<file path="config.mk">
export PLATFORM = sky130hd
export DESIGN_NAME = bsc_burner_ctrl
export DESIGN_NICKNAME = d
export VERILOG_FILES = /design/src/bsc_pkg.sv /design/src/bsc_tick_timer.sv /design/src/bsc_burner_ctrl.sv
export SDC_FILE = /design/constraint.sdc
export NUM_CORES = 1
export LEC_CHECK = 0
export ABC_AREA = 1
export BUFFER_PORTS_ARGS = -buffer_cell sky130_fd_sc_hd__buf_2
export CAP_MARGIN = 20
export CELL_PAD_IN_SITES_DETAIL_PLACEMENT = 0
export CELL_PAD_IN_SITES_GLOBAL_PLACEMENT = 1
export CORE_UTILIZATION = 42
export DETAILED_ROUTE_END_ITERATION = 12
export PLACE_DENSITY_LB_ADDON = 0.1
export RECOVER_POWER = 50
export SKIP_LAST_GASP = 1
export SLEW_MARGIN = 0
export SYNTH_ARGS = -nofsm -noshare
export SYNTH_HDL_FRONTEND = slang
export SYNTH_SLANG_ARGS = --single-unit
</file>
<file path="constraint.sdc">
create_clock -name clk -period 4 [get_ports clk]
set_clock_uncertainty 0.1 [all_clocks]
set_input_delay 0.6 -clock clk [delete_from_list [all_inputs] [get_ports clk]]
set_output_delay 0.6 -clock clk [all_outputs]
set_load 0.02 [all_outputs]
</file>
<file path="src/bsc_pkg.sv">
// constants, states and carrier types of the burner sequence controller
package bsc_pkg;

  localparam int CLK_PERIOD_NS   = 50;
  localparam int TICK_NS         = 1000000;
  localparam int TICK_CYCLES     = TICK_NS / CLK_PERIOD_NS;
  localparam int TICK_MS         = 1;

  localparam int PREPURGE_MS     = 35000;
  localparam int IGN_WAIT_MS     = 2000;
  localparam int IGN_TRIAL_MS    = 3000;
  localparam int PILOT_STAB_MS   = 5000;
  localparam int MAIN_TRIAL_MS   = 3000;
  localparam int LOCKOUT_MS      = 20000;
  localparam int AIRFLOW_WAIT_MS = 300000;

  localparam int PREPURGE_TICKS     = PREPURGE_MS / TICK_MS;
  localparam int IGN_WAIT_TICKS     = IGN_WAIT_MS / TICK_MS;
  localparam int IGN_TRIAL_TICKS    = IGN_TRIAL_MS / TICK_MS;
  localparam int PILOT_STAB_TICKS   = PILOT_STAB_MS / TICK_MS;
  localparam int MAIN_TRIAL_TICKS   = MAIN_TRIAL_MS / TICK_MS;
  localparam int LOCKOUT_TICKS      = LOCKOUT_MS / TICK_MS;
  localparam int AIRFLOW_WAIT_TICKS = AIRFLOW_WAIT_MS / TICK_MS;
  localparam int TMR_W              = 19;

  localparam int ADDR_W = 4;
  localparam int DATA_W = 32;

  localparam logic [ADDR_W-1:0] OFS_CTRL   = 4'h0;
  localparam logic [ADDR_W-1:0] OFS_STATUS = 4'h4;

  localparam int CTRL_RESET_BIT    = 0;
  localparam int STATUS_STATE_LSB  = 0;
  localparam int STATUS_CAUSE_LSB  = 8;
  localparam int STATUS_MODE_BIT   = 16;
  localparam int STATUS_ALARM_BIT  = 17;
  localparam int STATUS_FLAME_BIT  = 18;
  localparam int STATUS_RESET_VAL  = 0;

  typedef enum logic [3:0] {
    ST_STANDBY, ST_AIR_WAIT, ST_PREPURGE, ST_IGN_WAIT, ST_IGN_TRIAL, ST_PILOT_STAB,
    ST_MAIN_TRIAL, ST_RUN, ST_POSTRUN, ST_LOCK_WAIT, ST_LOCKOUT
  } bsc_state_e;

  typedef enum logic [2:0] {
    CAUSE_NONE, CAUSE_SAFETY, CAUSE_AIR_TIMEOUT, CAUSE_AIR_LOST, CAUSE_FLAME_EARLY,
    CAUSE_IGN_FAIL, CAUSE_FLAME_LOST
  } bsc_cause_e;

  typedef struct packed {
    logic heat_demand;
    logic airflow_switch_input;
    logic safety_closed;
    logic flame_sensed;
    logic direct_main_ignition_mode;
  } bsc_field_in_s;

  typedef struct packed {
    logic blower_output;
    logic ignition_output;
    logic intermittent_pilot_output;
    logic interrupted_pilot_output;
    logic main_valve_output;
    logic flame_indicator;
    logic lockout_alarm;
  } bsc_field_out_s;

  typedef struct packed {
    logic [ADDR_W-1:0] addr;
    logic [DATA_W-1:0] wdata;
    logic              wr;
    logic              rd;
  } bsc_bus_req_s;

endpackage : bsc_pkg

</file>
<file path="src/bsc_tick_timer.sv">
// down counter stepped by the prescaled tick, loaded on state entry
`timescale 1ns/100ps
module bsc_tick_timer #(
  parameter int W = 19
) (
  input  wire logic         clk,
  input  wire logic         rst_n,
  input  wire logic         tick,
  input  wire logic         load,
  input  wire logic [W-1:0] load_val,
  output logic              done
);

  if (W < 1) begin : g_chk
    $error("W must be at least 1");
  end

  logic [W-1:0] cnt_reg;
  logic [W-1:0] cnt_next;

  always_comb begin
    cnt_next = cnt_reg;
    if (load) begin
      cnt_next = load_val;
    end else if (tick && (cnt_reg != '0)) begin
      cnt_next = cnt_reg - 1'b1;
    end
  end

  always_ff @(posedge clk or negedge rst_n) begin
    if (!rst_n) begin
      cnt_reg <= '0;
    end else begin
      cnt_reg <= cnt_next;
    end
  end

  assign done = (cnt_reg == '0);

endmodule : bsc_tick_timer

</file>
<file path="src/bsc_burner_ctrl.sv">
// burner sequence state machine with register port
// Notes on behaviour
// Safety loop open sends the sequence into lockout at once, any state.
// Mode input high selects direct main ignition, otherwise pilot ignition.
// Direct mode: no main trial, go straight to run after stabilisation.
// Pilot mode: separate main burner trial after pilot stabilises.
// Start only with no flame, air switch open and safety loop closed.
// Heat demand from standby switches the blower on.
// Air switch closing after blower start begins pre-purge timing.
// Pre-purge end is followed by a two second ignition wait.
// Wait end energises ignition and both pilot outputs.
// Flame at end of first trial window starts pilot stabilisation.
// Stabilisation end opens main valves and starts main trial window.
// Main trial end drops interrupted pilot, keeps intermittent pilot and main.
// Demand removed in run drops intermittent pilot, main valves and blower.
// With demand gone and air switch open, return to standby.
// Lockout holds twenty seconds, reset requests ignored until then.
// Flame loss or air switch opening in ignition or run locks out.
// Air switch still open five minutes after demand flags an error.
// No flame at end of first trial window is ignition failure.
// Phase durations come from a prescaled clock tick counter.
// Flame indicator follows flame from ignition on, off in standby and purge.
`timescale 1ns/100ps
module bsc_burner_ctrl
  import bsc_pkg::*;
#(
  parameter int TICK_CYCLES_P = bsc_pkg::TICK_CYCLES
) (
  input  wire logic                           clk,
  input  wire logic                           rst_n,
  input  wire bsc_pkg::bsc_field_in_s         field_in,
  output bsc_pkg::bsc_field_out_s             field_out,
  input  wire bsc_pkg::bsc_bus_req_s          bus_req,
  output logic [bsc_pkg::DATA_W-1:0]          rd_data
);
  import bsc_pkg::*;

  if (TICK_CYCLES_P < 2) begin : g_chk
    $error("TICK_CYCLES_P must be at least 2");
  end

  localparam int PW = $clog2(TICK_CYCLES_P);

  // prescaler
  logic [PW-1:0] pre_reg;
  logic [PW-1:0] pre_next;
  logic          tick_reg;
  logic          tick_next;

  always_comb begin
    tick_next = (pre_reg == PW'(TICK_CYCLES_P - 1));
    pre_next  = tick_next ? '0 : pre_reg + 1'b1;
  end

  always_ff @(posedge clk or negedge rst_n) begin
    if (!rst_n) begin
      pre_reg  <= '0;
      tick_reg <= 1'b0;
    end else begin
      pre_reg  <= pre_next;
      tick_reg <= tick_next;
    end
  end

  // sequence
  bsc_state_e       st_reg;
  bsc_state_e       st_next;
  bsc_cause_e       cause_reg;
  bsc_cause_e       cause_next;
  logic             tmr_load;
  logic [TMR_W-1:0] tmr_val;
  logic             tmr_done;
  logic             reset_req;
  logic             mode_direct;
  logic             air;
  logic             flame;

  assign reset_req   = bus_req.wr && (bus_req.addr == OFS_CTRL)
                       && bus_req.wdata[CTRL_RESET_BIT];
  assign mode_direct = field_in.direct_main_ignition_mode;
  assign air         = field_in.airflow_switch_input;
  assign flame       = field_in.flame_sensed;

  function automatic logic [TMR_W-1:0] dur_of(input bsc_state_e s);
    unique case (s)
      ST_AIR_WAIT:   dur_of = TMR_W'(AIRFLOW_WAIT_TICKS);
      ST_PREPURGE:   dur_of = TMR_W'(PREPURGE_TICKS);
      ST_IGN_WAIT:   dur_of = TMR_W'(IGN_WAIT_TICKS);
      ST_IGN_TRIAL:  dur_of = TMR_W'(IGN_TRIAL_TICKS);
      ST_PILOT_STAB: dur_of = TMR_W'(PILOT_STAB_TICKS);
      ST_MAIN_TRIAL: dur_of = TMR_W'(MAIN_TRIAL_TICKS);
      ST_LOCK_WAIT:  dur_of = TMR_W'(LOCKOUT_TICKS);
      default:       dur_of = '0;
    endcase
  endfunction : dur_of

  always_comb begin
    st_next    = st_reg;
    cause_next = cause_reg;
    if (!field_in.safety_closed && (st_reg != ST_LOCK_WAIT) && (st_reg != ST_LOCKOUT)) begin
      st_next    = ST_LOCK_WAIT;
      cause_next = CAUSE_SAFETY;
    end else begin
      unique case (st_reg)
        ST_STANDBY: begin
          if (field_in.heat_demand && !flame && !air) begin
            st_next    = ST_AIR_WAIT;
            cause_next = CAUSE_NONE;
          end
        end
        ST_AIR_WAIT: begin
          if (!field_in.heat_demand) begin
            st_next = ST_POSTRUN;
          end else if (air) begin
            st_next = ST_PREPURGE;
          end else if (tmr_done) begin
            st_next    = ST_LOCK_WAIT;
            cause_next = CAUSE_AIR_TIMEOUT;
          end
        end
        ST_PREPURGE, ST_IGN_WAIT: begin
          if (!air) begin
            st_next    = ST_LOCK_WAIT;
            cause_next = CAUSE_AIR_LOST;
          end else if (flame) begin
            st_next    = ST_LOCK_WAIT;
            cause_next = CAUSE_FLAME_EARLY;
          end else if (tmr_done) begin
            st_next = (st_reg == ST_PREPURGE) ? ST_IGN_WAIT : ST_IGN_TRIAL;
          end
        end
        ST_IGN_TRIAL: begin
          if (!air) begin
            st_next    = ST_LOCK_WAIT;
            cause_next = CAUSE_AIR_LOST;
          end else if (tmr_done) begin
            if (flame) begin
              st_next = ST_PILOT_STAB;
            end else begin
              st_next    = ST_LOCK_WAIT;
              cause_next = CAUSE_IGN_FAIL;
            end
          end
        end
        ST_PILOT_STAB, ST_MAIN_TRIAL, ST_RUN: begin
          if (!air) begin
            st_next    = ST_LOCK_WAIT;
            cause_next = CAUSE_AIR_LOST;
          end else if (!flame) begin
            st_next    = ST_LOCK_WAIT;
            cause_next = CAUSE_FLAME_LOST;
          end else if (st_reg == ST_RUN) begin
            if (!field_in.heat_demand) begin
              st_next = ST_POSTRUN;
            end
          end else if (tmr_done) begin
            if (st_reg == ST_MAIN_TRIAL || mode_direct) begin
              st_next = ST_RUN;
            end else begin
              st_next = ST_MAIN_TRIAL;
            end
          end
        end
        ST_POSTRUN: begin
          if (!air) begin
            st_next = ST_STANDBY;
          end
        end
        ST_LOCK_WAIT: begin
          if (tmr_done) begin
            st_next = ST_LOCKOUT;
          end
        end
        ST_LOCKOUT: begin
          if (reset_req && field_in.safety_closed) begin
            st_next    = ST_STANDBY;
            cause_next = CAUSE_NONE;
          end
        end
        default: begin
          st_next    = ST_LOCK_WAIT;
          cause_next = CAUSE_SAFETY;
        end
      endcase
    end
    tmr_load = (st_next != st_reg);
    tmr_val  = dur_of(st_next);
  end

  bsc_tick_timer #(
    .W (TMR_W)
  ) u_timer (
    .clk      (clk),
    .rst_n    (rst_n),
    .tick     (tick_reg),
    .load     (tmr_load),
    .load_val (tmr_val),
    .done     (tmr_done)
  );

  // outputs follow the next state
  bsc_field_out_s out_next;
  logic           ign_on;

  always_comb begin
    ign_on   = (st_next inside {ST_IGN_TRIAL, ST_PILOT_STAB, ST_MAIN_TRIAL, ST_RUN});
    out_next.blower_output             = ign_on || (st_next inside {ST_AIR_WAIT, ST_PREPURGE,
                                                                    ST_IGN_WAIT});
    out_next.ignition_output           = (st_next == ST_IGN_TRIAL);
    out_next.intermittent_pilot_output = ign_on;
    out_next.interrupted_pilot_output  = (st_next inside {ST_IGN_TRIAL, ST_PILOT_STAB,
                                                          ST_MAIN_TRIAL});
    out_next.main_valve_output         = (st_next inside {ST_MAIN_TRIAL, ST_RUN});
    out_next.flame_indicator           = flame && (ign_on || st_next == ST_POSTRUN);
    out_next.lockout_alarm             = (st_next inside {ST_LOCK_WAIT, ST_LOCKOUT});
  end

  // register read
  logic [DATA_W-1:0] rd_next;

  always_comb begin
    rd_next = '0;
    if (bus_req.rd && (bus_req.addr == OFS_STATUS)) begin
      rd_next[STATUS_STATE_LSB +: 4] = st_reg;
      rd_next[STATUS_CAUSE_LSB +: 3] = cause_reg;
      rd_next[STATUS_MODE_BIT]       = mode_direct;
      rd_next[STATUS_ALARM_BIT]      = field_out.lockout_alarm;
      rd_next[STATUS_FLAME_BIT]      = flame;
    end
  end

  always_ff @(posedge clk or negedge rst_n) begin
    if (!rst_n) begin
      st_reg    <= ST_STANDBY;
      cause_reg <= CAUSE_NONE;
      field_out <= '0;
      rd_data   <= DATA_W'(STATUS_RESET_VAL);
    end else begin
      st_reg    <= st_next;
      cause_reg <= cause_next;
      field_out <= out_next;
      rd_data   <= rd_next;
    end
  end
endmodule : bsc_burner_ctrl

</file>
==> impl_metrics.csv <==
group,metric,value,unit
critical_path,crit_top_cell,"nand2_1",
pwr,power.share.switching,0.497,
status,status,"finished, violations left",
critical_path,crit_arrival,3.33,ns
floorplanning,die_h,97.7,um
clock_tree,cts_buffer_depth,2,
critical_path,end_kind,"register",
layout,area_delta_synth_final,9.10,%
clock_tree,post_cts_resized,0,
floorplanning,ios,84,
logic_synthesis,synth_cell_types,42,
clock_tree,tritoncts,"done",
grt,grt_use_total,0.201,
pwr,p_leak,0.00232,uW
grt,grt_max_degree,34,
route,topRoutingLayerUsed,"met4",
place,io_buffer_count,30,
route,met2_length,4000,um
pwr,power_switching,1520,uW
floorplanning,die_x,97.7,um
grt,grt_pass1_wl,15200,um
route,drtIter0Drc,264,
worst_hold_path,hold_class,"register to register",
pwr,p_per_area,727,mW/mm2
floorplanning,initial_core_util,0.437,
critical_path,worstPathRequired,4.12,ns
route,routed_wl,9030,um
pwr,internal-power,1540,uW
sta,relSlewSlack,-0.165,
flow_run,maxCapViolCount,2,
sta,fin_tns_setup,0,ns
critical_path,r2r_end,"u_timer.cnt_reg[7]",
sta,fmax,312,MHz
clock_tree,cts_root_buf,"clkbuf_8",
route,drc,8,
route,vias_per_cell,4.96,
layout,diodes,0,
critical_path,timing.rr.start,"u_timer.cnt_reg[0]",
clock_tree,worstSkewPairLatency,0.34,ns
floorplanning,row_count,34,
logic_synthesis,yosys_most_used_dff,"dfrtp_1",
pwr,irDropWorstVdd,0.295,mV
critical_path,crit_path_start_kind,"register",
pwr,seq_power_share,0.263,
critical_path,cpMaxStageDelayCell,"dfrtp_1",
logic_synthesis,syn_inst,531,
place,place_area,0.00400,mm2
layout,final_area,0.00420,mm2
route,met3WireLength,423,um
grt,grt-ovfl-total,0,
clock_tree,numCtsBuffers,9,
place,dp_hpwl,6800,um
sta,min_period_over_period,0.801,
critical_path,startpoint,"u_timer.cnt_reg[0]",
logic_synthesis,ys_ff_latch,59,
logic_synthesis,synth-async-reset-ratio,1.00,
logic_synthesis,synth_edf_count,0,
route,via_count,3363,
logic_synthesis,seq_area_frac_synth,0.383,
layout,drive_gt1_frac,0.151,
sta,worst_slew_pin_slew,1.75,ns
critical_path,crit_path_end,"u_timer.cnt_reg[7]",
sta,maxSlewViolCount,62,
grt,antenna_found_initial,0,
critical_path,reg2reg_slack,0.79,ns
critical_path,crit_path_cell_trace,"inv_1 -> ha_1 -> nand2_2 -> nor2_4 -> nand3_4 -> nand2_1 -> nand2_1 -> nand2_1 -> inv_1 -> nor2_1 -> nor2_4 -> nand2_1 -> nand2_1 -> nor2_8 -> nand2_2 -> nand2_1 -> nand2_1 -> nand2_1 -> nand2_1",
route,dr.pass1.iters,9,
sta,rsz0062_at_grt,"false",
critical_path,cp_max_fo,20,
floorplanning,dieArea,0.00955,mm2
route,avgRoutedWirePerCell,13.3,um
critical_path,ff2ff_path_depth,19,
clock_tree,htreeDepth,3,
floorplanning,core,0.00881,mm2
logic_synthesis,synth_area_per_cell,7.25,um2
route,drtAntennaViolNets,0,
sta,finalCriticalPeriod,3.21,ns
worst_hold_path,hold_depth,1,
critical_path,max_stage_delay,0.38,ns
place,gp_congestion,0.863,
route,met1Wirelength,4470,um
pwr,comb_power_share,0.548,
grt,grt_pass1_vias,3157,
sta,setup_violations,0,
layout,largest_register_ffs,19,
clock_tree,cts-hold-fix-buffers,0,
clock_tree,clkSlewWorstSetupHoldPaths,0.07,ns
logic_synthesis,netlist_area,0.00385,mm2
critical_path,worst-setup-path-type,"register to register",
logic_synthesis,yosys_warnings,0,
layout,final_util,0.477,
pwr,power,3060,uW
clock_tree,post_cts_buffers,0,
pwr,clkPwrFrac,0.189,
layout,nets,612,
status,violations,"DRC, capacitance limit, slew limit",
sta,final_hold_viol_count,0,
clock_tree,clock-sinks,59,
-- cell usage after synthesis (5+ instances only) --
cell	count	area (um2)
o21ai_1	5	25.0
nand2_2	7	43.8
dfrtp_1	59	1480
nor2_4	5	56.3
nand3_1	45	225
xor2_1	17	149
buf_4	24	180
nand4_1	9	56.3
inv_2	5	18.8
inv_1	71	267
nor2_1	66	248
nor2_2	9	56.3
nand2_1	146	548
nor3_1	9	45.0
xnor2_1	5	43.8
-- placed cells by master (no fill, tap or decap), types with 7 or more instances in the layout --
cell type and instances:
nor2_1 66, dfrtp_1 59, nand3_1 45, xor2_1 17, conb_1 22, nand4_1 9, nor2_2 9, nand2_2 7
clkbuf_8 10, buf_2 29, nor3_1 9, inv_1 71, nand2_1 146
-- how the worst min path moves through the flow --
stage,start,endpoint,slack (ns)
floorplan,rst_n,cause_reg[0],0.20
global placement,pre_reg[0],pre_reg[0],0.35
detailed placement,pre_reg[0],pre_reg[0],0.36
CTS,rst_n,pre_reg[3],0.22
global route,pre_reg[6],pre_reg[6],0.40
finish,pre_reg[0],pre_reg[0],0.37
-- per-layer routing --
metal  global-route usage  vias to the layer above
met5                    0                        -
met4               0.0734                        0
met3               0.0308                       15
met2                0.316                      102
met1                0.281                     1561
li1                     -                     1685
-- through the flow --
| stage | std cells | hold slack (ns) | setup WS, ns |
|---|---|---|---|
| detailed placement | 662 | 0.358 | 0.821 |
| global route | 678 | 0.399 | 0.342 |
| global placement | 662 | 0.347 | 0.795 |
| floorplan | 552 | 0.204 | 1.54 |
| CTS | 678 | 0.219 | 0.787 |
| finish | 678 | 0.367 | 0.794 |
-- layout make-up --
class / count / area (um2)
multi-input combinational: 385 / 1920
sequential: 59 / 1480
fill: 906 / 4610
clock buffer: 10 / 138
clock inverter: 6 / 72.6
timing repair buffer: 32 / 160
tap: 108 / 135
inverter: 78 / 294
-- cells by family (layout without fill, tap and decap cells) --
| group | Yosys count | in the layout | synth area share |
|---|---|---|---|
| DFF | 59 | 59 | 0.383 |
| adders and majority gates | 2 | 2 | 0.00650 |
| buffers and inverters | 108 | 126 | 0.137 |
| other | 1 | 22 | 0.000974 |
| AOI/OAI and AO/OA | 28 | 28 | 0.0494 |
| and+or+nand+nor | 311 | 311 | 0.372 |
| xor gates and xnor gates | 22 | 22 | 0.0500 |
-- worst max-delay path, delay by kind of cell, from the launching register on --
kind          cells  cell delay, ns
simple gates     16            2.19
flops             1            0.38
fa+ha+maj         1            0.23
buf+inv           2            0.17
-- power by group through the flow --
stage	Clock (uW)	Sequential, uW	Combinational [uW]
2_1_floorplan	0	803	1410
3_3_place_gp	0	813	1670
3_5_place_dp	0	813	1660
4_1_cts	600	802	1680
5_1_grt	627	816	1890
6_report	577	803	1670
Note: power is estimated with default switching activity, not from simulation.
